### config.mk
export PLATFORM = sky130hd
export DESIGN_NAME = file_register_op_decoder
export DESIGN_NICKNAME = d
export VERILOG_FILES = /design/src/hdl/fr_op_pkg.sv /design/src/hdl/file_register_op_decoder.sv /design/src/hdl/fr_alu.sv /design/src/hdl/pin_sync.sv
export SDC_FILE = /design/constraint.sdc
export NUM_CORES = 1
export LEC_CHECK = 0
export ABC_AREA = 0
export ABC_CLOCK_PERIOD_IN_PS = 2600
export BUFFER_PORTS_ARGS = -buffer_cell sky130_fd_sc_hd__buf_2
export CORE_UTILIZATION = 45
export DETAILED_ROUTE_END_ITERATION = 16
export GPL_TIMING_DRIVEN = 0
export HOLD_SLACK_MARGIN = 0.02
export MAX_ROUTING_LAYER = met4
export PLACE_DENSITY = 0.69
export SYNTH_ARGS = -nofsm -noshare
export SYNTH_HDL_FRONTEND = slang
export SYNTH_HIERARCHICAL = 1
export SYNTH_SLANG_ARGS = --single-unit
### constraint.sdc
create_clock -name clk -period 2.6 [get_ports clk]
set_input_delay 0.13 -clock clk [delete_from_list [all_inputs] [get_ports clk]]
set_output_delay 0.13 -clock clk [all_outputs]
set_load 0.02 [all_outputs]
### src/hdl/fr_op_pkg.sv
// Shared types and constants for the file-register operation decoder
package fr_op_pkg;

    // ****************************************
    // Opcode field patterns
    // ****************************************
    localparam logic [3:0] OP_ARITH0 = 4'h0;
    localparam logic [3:0] OP_LOGIC = 4'h1;
    localparam logic [3:0] OP_ADDINC = 4'h2;
    localparam logic [3:0] OP_ROTINC = 4'h3;
    localparam logic [3:0] OP_SKIPNZ = 4'h4;
    localparam logic [3:0] OP_SUB = 4'h5;
    localparam logic [3:0] OP_CMP = 4'h6;
    localparam logic [3:0] OP_BTOG = 4'h7;
    localparam logic [3:0] OP_BSET = 4'h8;
    localparam logic [3:0] OP_BCLR = 4'h9;
    localparam logic [3:0] OP_BTSS = 4'hA;
    localparam logic [3:0] OP_BTSC = 4'hB;
    localparam logic [3:0] OP_MOVE1 = 4'hC;
    localparam logic [3:0] OP_MOVE2 = 4'hF;

    // ****************************************
    // Field positions within an instruction word
    // ****************************************
    localparam int TOP_HI = 15;
    localparam int TOP_LO = 12;
    localparam int SUB_HI = 11;
    localparam int SUB_LO = 10;
    localparam int DEST_BIT = 9;
    localparam int ACC_BIT = 8;
    localparam int BIT_HI = 11;
    localparam int BIT_LO = 9;

    // Status flag positions
    localparam int FLG_C = 0;
    localparam int FLG_DC = 1;
    localparam int FLG_Z = 2;
    localparam int FLG_OV = 3;
    localparam int FLG_N = 4;

    // ****************************************
    // Addresses and reset values
    // ****************************************
    localparam logic [11:0] TIMER_ZERO_ADDR = 12'hFD6;
    localparam logic [3:0] ACCESS_HI_BANK = 4'hF;
    localparam logic [7:0] ACCESS_SPLIT = 8'h80;
    localparam logic [7:0] ACC_RESET = 8'h00;
    localparam logic [4:0] FLAGS_RESET = 5'h00;
    localparam logic [15:0] WORD_RESET = 16'h0000;

    // ALU operation selectors
    typedef enum logic [4:0] {
        ALU_NONE, ALU_ADD, ALU_ADDC, ALU_AND, ALU_OR, ALU_XOR, ALU_COM,
        ALU_DEC, ALU_INC, ALU_RLC, ALU_RRC, ALU_RL, ALU_RR,
        ALU_SUBB_RA, ALU_SUBB_AR, ALU_SUB_RA, ALU_BCLR, ALU_BSET, ALU_BTOG
    } alu_op_e;

    // Execution state of the decoder
    typedef enum logic [1:0] {
        ST_EXEC = 2'b00,
        ST_NOP = 2'b01,
        ST_MOVE = 2'b11
    } exec_state_e;

    // Data memory write request
    typedef struct packed {
        logic en;
        logic [11:0] addr;
        logic [7:0] data;
    } mem_wr_s;

    // ALU result
    typedef struct packed {
        logic [7:0] value;
        logic [4:0] flags;
        logic [4:0] flagMask;
    } alu_res_s;

endpackage : fr_op_pkg

### src/hdl/file_register_op_decoder.sv
// Decoder and executor for byte and bit file-register instructions
// Notes on behaviour
// - Add with carry and add, five flags
// - OR and AND update zero and negative
// - XOR and complement update zero, negative
// - Compare equal skips, flags unchanged
// - Compare greater skips, flags unchanged
// - Compare less skips, flags unchanged
// - Decrement-skip-zero leaves flags unchanged; decrement updates them
// - Decrement skip non-zero, flags unchanged
// - Increment-skip-zero leaves flags unchanged; increment updates them
// - Increment skip non-zero, flags unchanged
// - Two-word register move, two cycles
// - Unsigned multiply, one cycle, no flags
// - Rotates through carry update C, Z, N
// - Plain rotates update Z and N
// - Accumulator minus register with borrow, five flags
// - Reverse subtract with and without borrow
// - Bit clear, set, toggle, skip-if-clear
// - Bit test skip if set
// - Taken skip adds a no-operation cycle
// - Lone second word runs as no-operation
// - Port self-modify reads pin levels
// - Timer-zero write, except by two-word move, clears assigned prescaler
`timescale 1ns/100ps
`default_nettype none
module file_register_op_decoder (
    input wire logic clk,
    input wire logic arst_n,
    input wire logic instrValid,
    input wire logic [15:0] instrWord,
    input wire logic [3:0] bankSel,
    input wire logic [7:0] rdData,
    input wire logic [7:0] portPins,
    input wire logic [11:0] portAddr,
    input wire logic prescalerOnTimer,
    output logic [11:0] rdAddr,
    output fr_op_pkg::mem_wr_s memWr,
    output logic [7:0] workingAcc,
    output logic [4:0] statusFlags,
    output logic [15:0] product,
    output logic skipNext,
    output logic prescalerClear,
    output logic busy
);

    // ****************************************
    // Reset release
    // ****************************************
    logic rstMeta_r;
    logic rstN_r;

    // Asynchronous assert, synchronous release
    always_ff @(posedge clk or negedge arst_n) begin
        if (!arst_n) begin
            rstMeta_r <= 1'b0;
            rstN_r <= 1'b0;
        end else begin
            rstMeta_r <= 1'b1;
            rstN_r <= rstMeta_r;
        end
    end

    // ****************************************
    // Decode
    // ****************************************
    logic [3:0] top;
    logic [1:0] sub;
    logic destReg;
    logic accessBit;
    logic [11:0] fileAddr;
    logic [7:0] pinsSync;
    logic [7:0] opnd;
    fr_op_pkg::alu_op_e aluOp;
    fr_op_pkg::alu_res_s aluRes;
    fr_op_pkg::exec_state_e state_r;
    fr_op_pkg::exec_state_e state_nxt;
    logic [11:0] moveSrc_r;
    logic skipTaken;
    logic writesResult;
    logic writesFlags;
    logic [7:0] rotDec;
    logic [7:0] rotInc;
    logic execNow;
    logic bitOp;

    assign top = instrWord[fr_op_pkg::TOP_HI:fr_op_pkg::TOP_LO];
    assign sub = instrWord[fr_op_pkg::SUB_HI:fr_op_pkg::SUB_LO];
    assign destReg = instrWord[fr_op_pkg::DEST_BIT];
    assign accessBit = instrWord[fr_op_pkg::ACC_BIT];
    assign execNow = instrValid && (state_r == fr_op_pkg::ST_EXEC);
    // Bit forms reuse bit 9 as bit select, so they always target the register
    assign bitOp = (top == fr_op_pkg::OP_BCLR) || (top == fr_op_pkg::OP_BSET) || (top == fr_op_pkg::OP_BTOG);

    // Access bank maps low half to bank 0 and high half to special registers
    function automatic logic [11:0] effAddr(input logic acc, input logic [3:0] bank, input logic [7:0] f);
        if (acc)
            effAddr = {bank, f};
        else
            effAddr = (f < fr_op_pkg::ACCESS_SPLIT) ? {4'h0, f} : {fr_op_pkg::ACCESS_HI_BANK, f};
    endfunction : effAddr

    assign fileAddr = effAddr(accessBit, bankSel, instrWord[7:0]);

    pin_sync uPinSync (
        .clk(clk),
        .rstN(rstN_r),
        .din(portPins),
        .dout(pinsSync)
    );

    // Port self-modify takes the synchronised pin levels
    assign opnd = (fileAddr == portAddr) ? pinsSync : rdData;

    // Operation selection
    always_comb begin
        aluOp = fr_op_pkg::ALU_NONE;
        unique case (top)
            fr_op_pkg::OP_ARITH0: aluOp = (sub == 2'b01) ? fr_op_pkg::ALU_DEC : fr_op_pkg::ALU_NONE;
            fr_op_pkg::OP_LOGIC: begin
                unique case (sub)
                    2'b00: aluOp = fr_op_pkg::ALU_OR;
                    2'b01: aluOp = fr_op_pkg::ALU_AND;
                    2'b10: aluOp = fr_op_pkg::ALU_XOR;
                    2'b11: aluOp = fr_op_pkg::ALU_COM;
                endcase
            end
            fr_op_pkg::OP_ADDINC: begin
                unique case (sub)
                    2'b00: aluOp = fr_op_pkg::ALU_ADDC;
                    2'b01: aluOp = fr_op_pkg::ALU_ADD;
                    2'b10: aluOp = fr_op_pkg::ALU_INC;
                    2'b11: aluOp = fr_op_pkg::ALU_DEC;
                endcase
            end
            fr_op_pkg::OP_ROTINC: begin
                unique case (sub)
                    2'b00: aluOp = fr_op_pkg::ALU_RRC;
                    2'b01: aluOp = fr_op_pkg::ALU_RLC;
                    2'b10: aluOp = fr_op_pkg::ALU_NONE;
                    2'b11: aluOp = fr_op_pkg::ALU_INC;
                endcase
            end
            fr_op_pkg::OP_SKIPNZ: begin
                unique case (sub)
                    2'b00: aluOp = fr_op_pkg::ALU_RR;
                    2'b01: aluOp = fr_op_pkg::ALU_RL;
                    2'b10: aluOp = fr_op_pkg::ALU_INC;
                    2'b11: aluOp = fr_op_pkg::ALU_DEC;
                endcase
            end
            fr_op_pkg::OP_SUB: begin
                unique case (sub)
                    2'b01: aluOp = fr_op_pkg::ALU_SUBB_AR;
                    2'b10: aluOp = fr_op_pkg::ALU_SUBB_RA;
                    2'b11: aluOp = fr_op_pkg::ALU_SUB_RA;
                    default: aluOp = fr_op_pkg::ALU_NONE;
                endcase
            end
            fr_op_pkg::OP_BCLR: aluOp = fr_op_pkg::ALU_BCLR;
            fr_op_pkg::OP_BSET: aluOp = fr_op_pkg::ALU_BSET;
            fr_op_pkg::OP_BTOG: aluOp = fr_op_pkg::ALU_BTOG;
            default: aluOp = fr_op_pkg::ALU_NONE;
        endcase
    end

    fr_alu uAlu (
        .op(aluOp),
        .acc(workingAcc),
        .opnd(opnd),
        .bitSel(instrWord[fr_op_pkg::BIT_HI:fr_op_pkg::BIT_LO]),
        .flagsIn(statusFlags),
        .res(aluRes)
    );

    // Skip-type and skip-form flag suppression
    assign rotDec = opnd - 8'h01;
    assign rotInc = opnd + 8'h01;
    always_comb begin
        skipTaken = 1'b0;
        writesFlags = 1'b1;
        unique case (top)
            fr_op_pkg::OP_CMP: begin
                writesFlags = 1'b0;
                unique case (instrWord[11:9])
                    3'b001: skipTaken = (opnd == workingAcc);
                    3'b010: skipTaken = (opnd > workingAcc);
                    3'b000: skipTaken = (opnd < workingAcc);
                    default: skipTaken = 1'b0;
                endcase
            end
            fr_op_pkg::OP_ADDINC: begin
                writesFlags = (sub != 2'b11);
                skipTaken = (sub == 2'b11) && (rotDec == 8'h00);
            end
            fr_op_pkg::OP_ROTINC: begin
                writesFlags = (sub != 2'b11);
                skipTaken = (sub == 2'b11) && (rotInc == 8'h00);
            end
            fr_op_pkg::OP_SKIPNZ: begin
                writesFlags = !sub[1];
                skipTaken = (sub == 2'b11) ? (rotDec != 8'h00) :
                            (sub == 2'b10) ? (rotInc != 8'h00) : 1'b0;
            end
            fr_op_pkg::OP_BTSC: skipTaken = !opnd[instrWord[fr_op_pkg::BIT_HI:fr_op_pkg::BIT_LO]];
            fr_op_pkg::OP_BTSS: skipTaken = opnd[instrWord[fr_op_pkg::BIT_HI:fr_op_pkg::BIT_LO]];
            default: skipTaken = 1'b0;
        endcase
    end

    assign writesResult = (aluOp != fr_op_pkg::ALU_NONE);

    // ****************************************
    // Sequencing
    // ****************************************
    always_comb begin
        state_nxt = state_r;
        if (instrValid) begin
            unique case (state_r)
                fr_op_pkg::ST_EXEC: begin
                    if (top == fr_op_pkg::OP_MOVE1)
                        state_nxt = fr_op_pkg::ST_MOVE;
                    else if (skipTaken)
                        state_nxt = fr_op_pkg::ST_NOP;
                end
                fr_op_pkg::ST_MOVE: state_nxt = fr_op_pkg::ST_EXEC;
                fr_op_pkg::ST_NOP: state_nxt = fr_op_pkg::ST_EXEC;
                default: state_nxt = fr_op_pkg::ST_EXEC;
            endcase
        end
    end

    // Execution state register
    always_ff @(posedge clk or negedge rstN_r) begin
        if (!rstN_r)
            state_r <= fr_op_pkg::ST_EXEC;
        else
            state_r <= state_nxt;
    end

    // Latch the move source; the read address tracks it for the second word
    always_ff @(posedge clk or negedge rstN_r) begin
        if (!rstN_r)
            moveSrc_r <= 12'h000;
        else if (execNow && top == fr_op_pkg::OP_MOVE1)
            moveSrc_r <= instrWord[11:0];
    end

    // Read address for the data register file, combinational
    assign rdAddr = (state_r == fr_op_pkg::ST_MOVE) ? moveSrc_r :
                    (top == fr_op_pkg::OP_MOVE1) ? instrWord[11:0] : fileAddr;

    // ****************************************
    // Results
    // ****************************************
    // Register write or accumulator update
    always_ff @(posedge clk or negedge rstN_r) begin
        if (!rstN_r) begin
            memWr <= '0;
            workingAcc <= fr_op_pkg::ACC_RESET;
        end else begin
            memWr.en <= 1'b0;
            if (instrValid && state_r == fr_op_pkg::ST_MOVE && top == fr_op_pkg::OP_MOVE2) begin
                memWr.en <= 1'b1;
                memWr.addr <= instrWord[11:0];
                memWr.data <= rdData;
            end else if (execNow && writesResult) begin
                if (destReg || bitOp) begin
                    memWr.en <= 1'b1;
                    memWr.addr <= fileAddr;
                    memWr.data <= aluRes.value;
                end else begin
                    workingAcc <= aluRes.value;
                end
            end
        end
    end

    // Flags update under mask; skip and compare forms leave them
    always_ff @(posedge clk or negedge rstN_r) begin
        if (!rstN_r)
            statusFlags <= fr_op_pkg::FLAGS_RESET;
        else if (execNow && writesFlags && writesResult && !bitOp)
            statusFlags <= (statusFlags & ~aluRes.flagMask) | (aluRes.flags & aluRes.flagMask);
    end

    // Unsigned multiply into product pair, flags untouched
    always_ff @(posedge clk or negedge rstN_r) begin
        if (!rstN_r)
            product <= fr_op_pkg::WORD_RESET;
        else if (execNow && top == fr_op_pkg::OP_ARITH0 && instrWord[11:9] == 3'b001)
            product <= workingAcc * opnd;
    end

    // Skip, prescaler clear and busy indications
    always_ff @(posedge clk or negedge rstN_r) begin
        if (!rstN_r) begin
            skipNext <= 1'b0;
            prescalerClear <= 1'b0;
            busy <= 1'b0;
        end else begin
            // Lone second word falls through here as a no-operation
            skipNext <= execNow && skipTaken;
            prescalerClear <= execNow && writesResult && (destReg || bitOp) &&
                              fileAddr == fr_op_pkg::TIMER_ZERO_ADDR && prescalerOnTimer;
            busy <= (state_nxt != fr_op_pkg::ST_EXEC);
        end
    end

    // ****************************************
    // Assertions
    // ****************************************
    AST_SKIP_NOP: assert property (@(posedge clk) disable iff (!rstN_r)
        execNow && skipTaken |=> state_r == fr_op_pkg::ST_NOP && busy)
        else $error("taken skip did not enter no-operation cycle");
    AST_MOVE_WR: assert property (@(posedge clk) disable iff (!rstN_r)
        instrValid && state_r == fr_op_pkg::ST_MOVE && top == fr_op_pkg::OP_MOVE2 |=> memWr.en)
        else $error("second move word wrote nothing");
    AST_CMP_FLAGS: assert property (@(posedge clk) disable iff (!rstN_r)
        execNow && top == fr_op_pkg::OP_CMP |=> $stable(statusFlags))
        else $error("compare changed flags");
    AST_MUL_FLAGS: assert property (@(posedge clk) disable iff (!rstN_r)
        execNow && top == fr_op_pkg::OP_ARITH0 && instrWord[11:9] == 3'b001 |=> $stable(statusFlags))
        else $error("multiply changed flags");
    AST_LONE_WORD: assert property (@(posedge clk) disable iff (!rstN_r)
        execNow && top == fr_op_pkg::OP_MOVE2 |=> !memWr.en && $stable(workingAcc))
        else $error("lone second word had an effect");
    AST_TMR_CLR: assert property (@(posedge clk) disable iff (!rstN_r)
        execNow && writesResult && destReg && fileAddr == fr_op_pkg::TIMER_ZERO_ADDR && prescalerOnTimer
        |=> prescalerClear)
        else $error("prescaler not cleared");
    AST_ACC_DEST: assert property (@(posedge clk) disable iff (!rstN_r)
        execNow && writesResult && !destReg && !bitOp |=> !memWr.en)
        else $error("accumulator destination wrote register");
    AST_NOP_ONE: assert property (@(posedge clk) disable iff (!rstN_r)
        state_r == fr_op_pkg::ST_NOP && instrValid |=> state_r == fr_op_pkg::ST_EXEC && !memWr.en)
        else $error("no-operation cycle had an effect");
    COV_SKIP: cover property (@(posedge clk) disable iff (!rstN_r) execNow && skipTaken);
    COV_MOVE: cover property (@(posedge clk) disable iff (!rstN_r) state_r == fr_op_pkg::ST_MOVE ##1 memWr.en);
    COV_TMR: cover property (@(posedge clk) disable iff (!rstN_r) prescalerClear);

endmodule : file_register_op_decoder
`default_nettype wire

### src/hdl/fr_alu.sv
// Byte and bit arithmetic for file-register operations
`timescale 1ns/100ps
`default_nettype none
module fr_alu (
    input wire fr_op_pkg::alu_op_e op,
    input wire logic [7:0] acc,
    input wire logic [7:0] opnd,
    input wire logic [2:0] bitSel,
    input wire logic [4:0] flagsIn,
    output fr_op_pkg::alu_res_s res
);

    // ****************************************
    // Adder shared by every arithmetic form
    // ****************************************
    function automatic logic [12:0] addFlags(input logic [7:0] a, input logic [7:0] b, input logic cin);
        logic [8:0] sum;
        logic [4:0] lowSum;
        logic ov;
        sum = {1'b0, a} + {1'b0, b} + {8'h00, cin};
        lowSum = {1'b0, a[3:0]} + {1'b0, b[3:0]} + {4'h0, cin};
        ov = (a[7] == b[7]) && (sum[7] != a[7]);
        // {value, N, OV, Z, DC, C}
        addFlags = {sum[7:0], sum[7], ov, (sum[7:0] == 8'h00), lowSum[4], sum[8]};
    endfunction : addFlags

    localparam logic [4:0] ALL5 = 5'b11111;
    localparam logic [4:0] ZN = 5'b10100;
    localparam logic [4:0] CZN = 5'b10101;

    logic [12:0] addRes;
    logic [7:0] bitMask;
    logic [7:0] a;
    logic [7:0] b;
    logic cin;

    // Operand selection for the adder
    always_comb begin
        a = opnd;
        b = acc;
        cin = 1'b0;
        unique case (op)
            fr_op_pkg::ALU_ADDC: cin = flagsIn[fr_op_pkg::FLG_C];
            fr_op_pkg::ALU_DEC: b = 8'hFF;
            fr_op_pkg::ALU_INC: begin
                b = 8'h00;
                cin = 1'b1;
            end
            // Borrow is active-low carry
            fr_op_pkg::ALU_SUBB_RA: begin
                b = ~acc;
                cin = flagsIn[fr_op_pkg::FLG_C];
            end
            fr_op_pkg::ALU_SUBB_AR: begin
                a = acc;
                b = ~opnd;
                cin = flagsIn[fr_op_pkg::FLG_C];
            end
            fr_op_pkg::ALU_SUB_RA: begin
                b = ~acc;
                cin = 1'b1;
            end
            default: ;
        endcase
    end

    assign addRes = addFlags(a, b, cin);
    assign bitMask = 8'h01 << bitSel;

    // Result and flag mask per operation
    always_comb begin
        res.value = opnd;
        res.flags = flagsIn;
        res.flagMask = 5'b00000;
        unique case (op)
            fr_op_pkg::ALU_ADD, fr_op_pkg::ALU_ADDC, fr_op_pkg::ALU_DEC, fr_op_pkg::ALU_INC,
            fr_op_pkg::ALU_SUBB_RA, fr_op_pkg::ALU_SUBB_AR, fr_op_pkg::ALU_SUB_RA: begin
                res.value = addRes[12:5];
                res.flags = addRes[4:0];
                res.flagMask = ALL5;
            end
            fr_op_pkg::ALU_AND: res.value = acc & opnd;
            fr_op_pkg::ALU_OR: res.value = acc | opnd;
            fr_op_pkg::ALU_XOR: res.value = acc ^ opnd;
            fr_op_pkg::ALU_COM: res.value = ~opnd;
            fr_op_pkg::ALU_RL: res.value = {opnd[6:0], opnd[7]};
            fr_op_pkg::ALU_RR: res.value = {opnd[0], opnd[7:1]};
            fr_op_pkg::ALU_RLC: begin
                res.value = {opnd[6:0], flagsIn[fr_op_pkg::FLG_C]};
                res.flags[fr_op_pkg::FLG_C] = opnd[7];
            end
            fr_op_pkg::ALU_RRC: begin
                res.value = {flagsIn[fr_op_pkg::FLG_C], opnd[7:1]};
                res.flags[fr_op_pkg::FLG_C] = opnd[0];
            end
            fr_op_pkg::ALU_BCLR: res.value = opnd & ~bitMask;
            fr_op_pkg::ALU_BSET: res.value = opnd | bitMask;
            fr_op_pkg::ALU_BTOG: res.value = opnd ^ bitMask;
            default: ;
        endcase
        // Logic and rotate forms update only zero and negative, plus carry for carry rotates
        if (op inside {fr_op_pkg::ALU_AND, fr_op_pkg::ALU_OR, fr_op_pkg::ALU_XOR, fr_op_pkg::ALU_COM,
                       fr_op_pkg::ALU_RL, fr_op_pkg::ALU_RR, fr_op_pkg::ALU_RLC, fr_op_pkg::ALU_RRC}) begin
            res.flags[fr_op_pkg::FLG_Z] = (res.value == 8'h00);
            res.flags[fr_op_pkg::FLG_N] = res.value[7];
            res.flagMask = (op inside {fr_op_pkg::ALU_RLC, fr_op_pkg::ALU_RRC}) ? CZN : ZN;
        end
    end

endmodule : fr_alu
`default_nettype wire

### src/hdl/pin_sync.sv
// Two-stage synchroniser for the port pin levels
`timescale 1ns/100ps
`default_nettype none
module pin_sync (
    input wire logic clk,
    input wire logic rstN,
    input wire logic [7:0] din,
    output logic [7:0] dout
);

    logic [7:0] stage1_r;

    // Pins are asynchronous; only the second stage is read downstream
    always_ff @(posedge clk or negedge rstN) begin
        if (!rstN) begin
            stage1_r <= 8'h00;
            dout <= 8'h00;
        end else begin
            stage1_r <= din;
            dout <= stage1_r;
        end
    end

endmodule : pin_sync
`default_nettype wire

==> results.json <==
{
  "fin_skew_ns": 0.0119,
  "grt_util_all_layers": 0.294,
  "path_delay_family": "adder cells",
  "vias": 8744,
  "fin_tns_setup_ns": -55.02,
  "die_x_um": 141,
  "synthCells": 1004,
  "clockBufferDepth": 2,
  "synth_area_leader_cell": "dfrtp_1",
  "rsz0062_at_grt": "yes",
  "die_h_um": 141,
  "ys_types": 94,
  "finalWorstSetupSlack_ns": -2.50,
  "drt-initial-drc-count": 495,
  "fmax_mhz": 196,
  "timing.hold.ws_ns": 0.0205,
  "critPathKind": "in -> reg",
  "synth_edf_count": 0,
  "drive_above_1_share": 0.400,
  "holdBufCountCts": 11,
  "status": "finished, violations left",
  "drc": 0,
  "start_kind": "input pin",
  "max_stage_delay_ns": 0.50,
  "power_frac_comb": 0.743,
  "clk_latency_ns": 0.35,
  "wire_per_inst_um": 18.9,
  "slowest_stage": "fa_1",
  "design.core.area_mm2": 0.0188,
  "worst_ep_required_time_ns": 2.83,
  "rows": 50,
  "finalCritPeriodShare": 1.96,
  "drv_cap": 0,
  "post-synth-top-area-fraction": 0.245,
  "grt_pass1_vias": 8489,
  "numCtsBuffers": 9,
  "intPower_uw": 7290,
  "dp_hpwl_mm": 19.7,
  "violations": "setup timing",
  "cp-end-kind": "flip-flop",
  "ctsRootBufferMaster": "clkbuf_16",
  "fin_nets": 1389,
  "leakage_uw": 0.00563,
  "final-setup-viol-count": 38,
  "routed_wl_mm": 28.4,
  "grt-ovfl-total": 0,
  "place.gp.congestion": 0.989,
  "die_area_mm2": 0.0199,
  "drv_slew": 0,
  "io_pins": 117,
  "worst_pin_slew_ns": 1.22,
  "power.switching_uw": 6330,
  "cpMostUsedCell": "fa_1",
  "synth_seq_cells": 85,
  "yosysSeqAreaShare": 0.245,
  "yosysWarnings": 6,
  "hold_class": "in -> reg",
  "p_per_area_mw_per_mm2": 1120,
  "cts_num_sinks": 85,
  "synthesis.area_mm2": 0.00869,
  "via_per_inst": 5.83,
  "synth_flop_cell": "dfrtp_1",
  "async_flop_share": 1.00,
  "io_buffers": 113,
  "diodes": 0,
  "tritoncts": "done",
  "synth_nets": 1157,
  "pwr-share-clk": 0.099,
  "avgSynthCellArea_um2": 8.66,
  "ir_drop_v": 0.00123,
  "ant_nets": 0,
  "crit_buf_inv": 8,
  "synth_area_leaders": "dfrtp_1 24%, ha_1 9.1%, fa_1 8.8%, mux2_2 5.2%, nand2_1 4.2%",
  "netSwitchingFraction": 0.464,
  "period_minus_slack_ns": 5.10,
  "clk_pin_slew_worst_paths_ns": 0.07,
  "initial_core_util": 0.462,
  "htreeDepth": 3,
  "syn_to_final_growth_pct": 39.6,
  "crit_arrival_ns": 5.32,
  "firstDrtPassIters": 5,
  "antenna_found_initial": 0,
  "crit_fanout": 6,
  "grt_max_degree": 51,
  "seqPwrFrac": 0.157,
  "hold_viol_final": 0,
  "maxSlewHeadroom": 0.179,
  "grt_pass1_wl_mm": 44.4
}
==> cell usage after synthesis (10+ instances only) <==
library cell   n
ha_1          63
nand2b_1      14
dfrtp_1       85
a31oi_1       10
buf_2         14
fa_1          38
nand2_1       97
xor2_1        16
nand4_1       13
nor2_1        97
a21oi_1       45
mux2_2        40
nand3_1       15
mux2_1        13
a22oi_1       14
nor3_1        16
xnor2_1       20
mux2i_1       16
nor2b_1       11
o21ai_0       46
a21o_1        20
inv_1         89
clkbuf_1      28
==> registers in the layout (all words and copies together), names as in the netlist, 2 cells and up, named ones only <==
register,count
uPinSync/dout,8
moveSrc_r,12
memWr,21
product,16
workingAcc,8
uPinSync/stage1_r,8
state_r,2
==> power by group through the flow <==
stage	Clock, uW	Sequential (uW)	Combinational, uW
3_3_place_gp	0	2150	7890
4_1_cts	1370	2120	9250
2_1_floorplan	0	2350	6010
6_report	1350	2140	10100
5_1_grt	1430	2190	11200
3_5_place_dp	0	2140	8020
==> metal layers <==
metal | vias up | GRT usage | part of all wire
li1 | 3990 | - | -
met1 | 4296 | 0.371 | 0.42
met2 | 409 | 0.471 | 0.48
met3 | 49 | 0.0659 | 0.081
met4 | 0 | 0.0870 | 0.020
met5 | - | - | 0
==> cell type report <==
class                           instances  area, um2
Timing Repair Buffer                  227       1700
Clock buffer                           10        229
Fill cell                            1537       6700
Tap cell                              260        325
Multi-Input combinational cell        774       6930
Sequential cell                        85       2130
Buffer                                 46        377
Inverter                               93        365
Clock inverter                          6       70.1
==> final timing paths <==
| check | startpoint | to | slack, ns | cells past startpoint |
|---|---|---|---|---|
| setup / recovery | instrWord[3] | product[13] | -2.50 | 25 |
| hold / removal | instrWord[7] | memWr[15] | 0.02 | 2 |
| setup reg to reg | workingAcc[0] | product[14] | -2.39 | 21 |
| hold reg to reg | rstN_r | uPinSync/dout[5] | 0.30 | 0 |
| max in group asynchronous | rstN_r | workingAcc[1] | 1.67 | 1 |
| min in group asynchronous | arst_n | rstN_r | 0.09 | 2 |
==> repair_timing <==
item | CTS | global route
buffers inserted | 65 | 39
endpoints found under the hold margin | 12 | 1
resized for setup | 120 | 115
endpoints found under the setup margin | 53 | 48
gates cloned | 1 | 0
pin swaps | 80 | 67
==> placed cells by master (no fill, tap or decap), drive strengths merged, types with 11 or more instances in the layout <==
cell,count
fa,38
nor2,99
dlygate4sd3,11
a31oi,11
a22oi,14
nand4,13
xor2,16
nand2b,14
ha,63
buf,240
clkbuf,32
mux2i,19
xnor2,20
nand2,98
nor2b,11
inv,92
o21ai,56
dfrtp,85
mux2,54
a21oi,45
a21o,20
nor3,17
nand3,15
==> logic make-up after synthesis <==
family,after synthesis,synth area share
multiplexers,74,0.0982
buffers and inverters,145,0.0716
other,1,0.000431
adder cells (fa/ha/maj),103,0.181
XOR/XNOR,36,0.0363
AND/OR/NAND/NOR,336,0.196
flip-flops,85,0.245
AO/OA/AOI/OAI,224,0.172
==> through the flow <==
step,instances,util,worst slack [ns],area [um2],power [uW]
3_5_place_dp,1378,0.527,-3.56,9920,10200
3_3_place_gp,1377,0.525,-3.53,9890,10000
4_1_cts,1469,0.606,-2.47,11400,12700
6_report,1501,0.644,-2.50,12100,13600
5_1_grt,1501,0.644,-2.77,12100,14800
2_1_floorplan,1004,-,-2.71,9000,8360
Power figures use the tool's default switching activity.
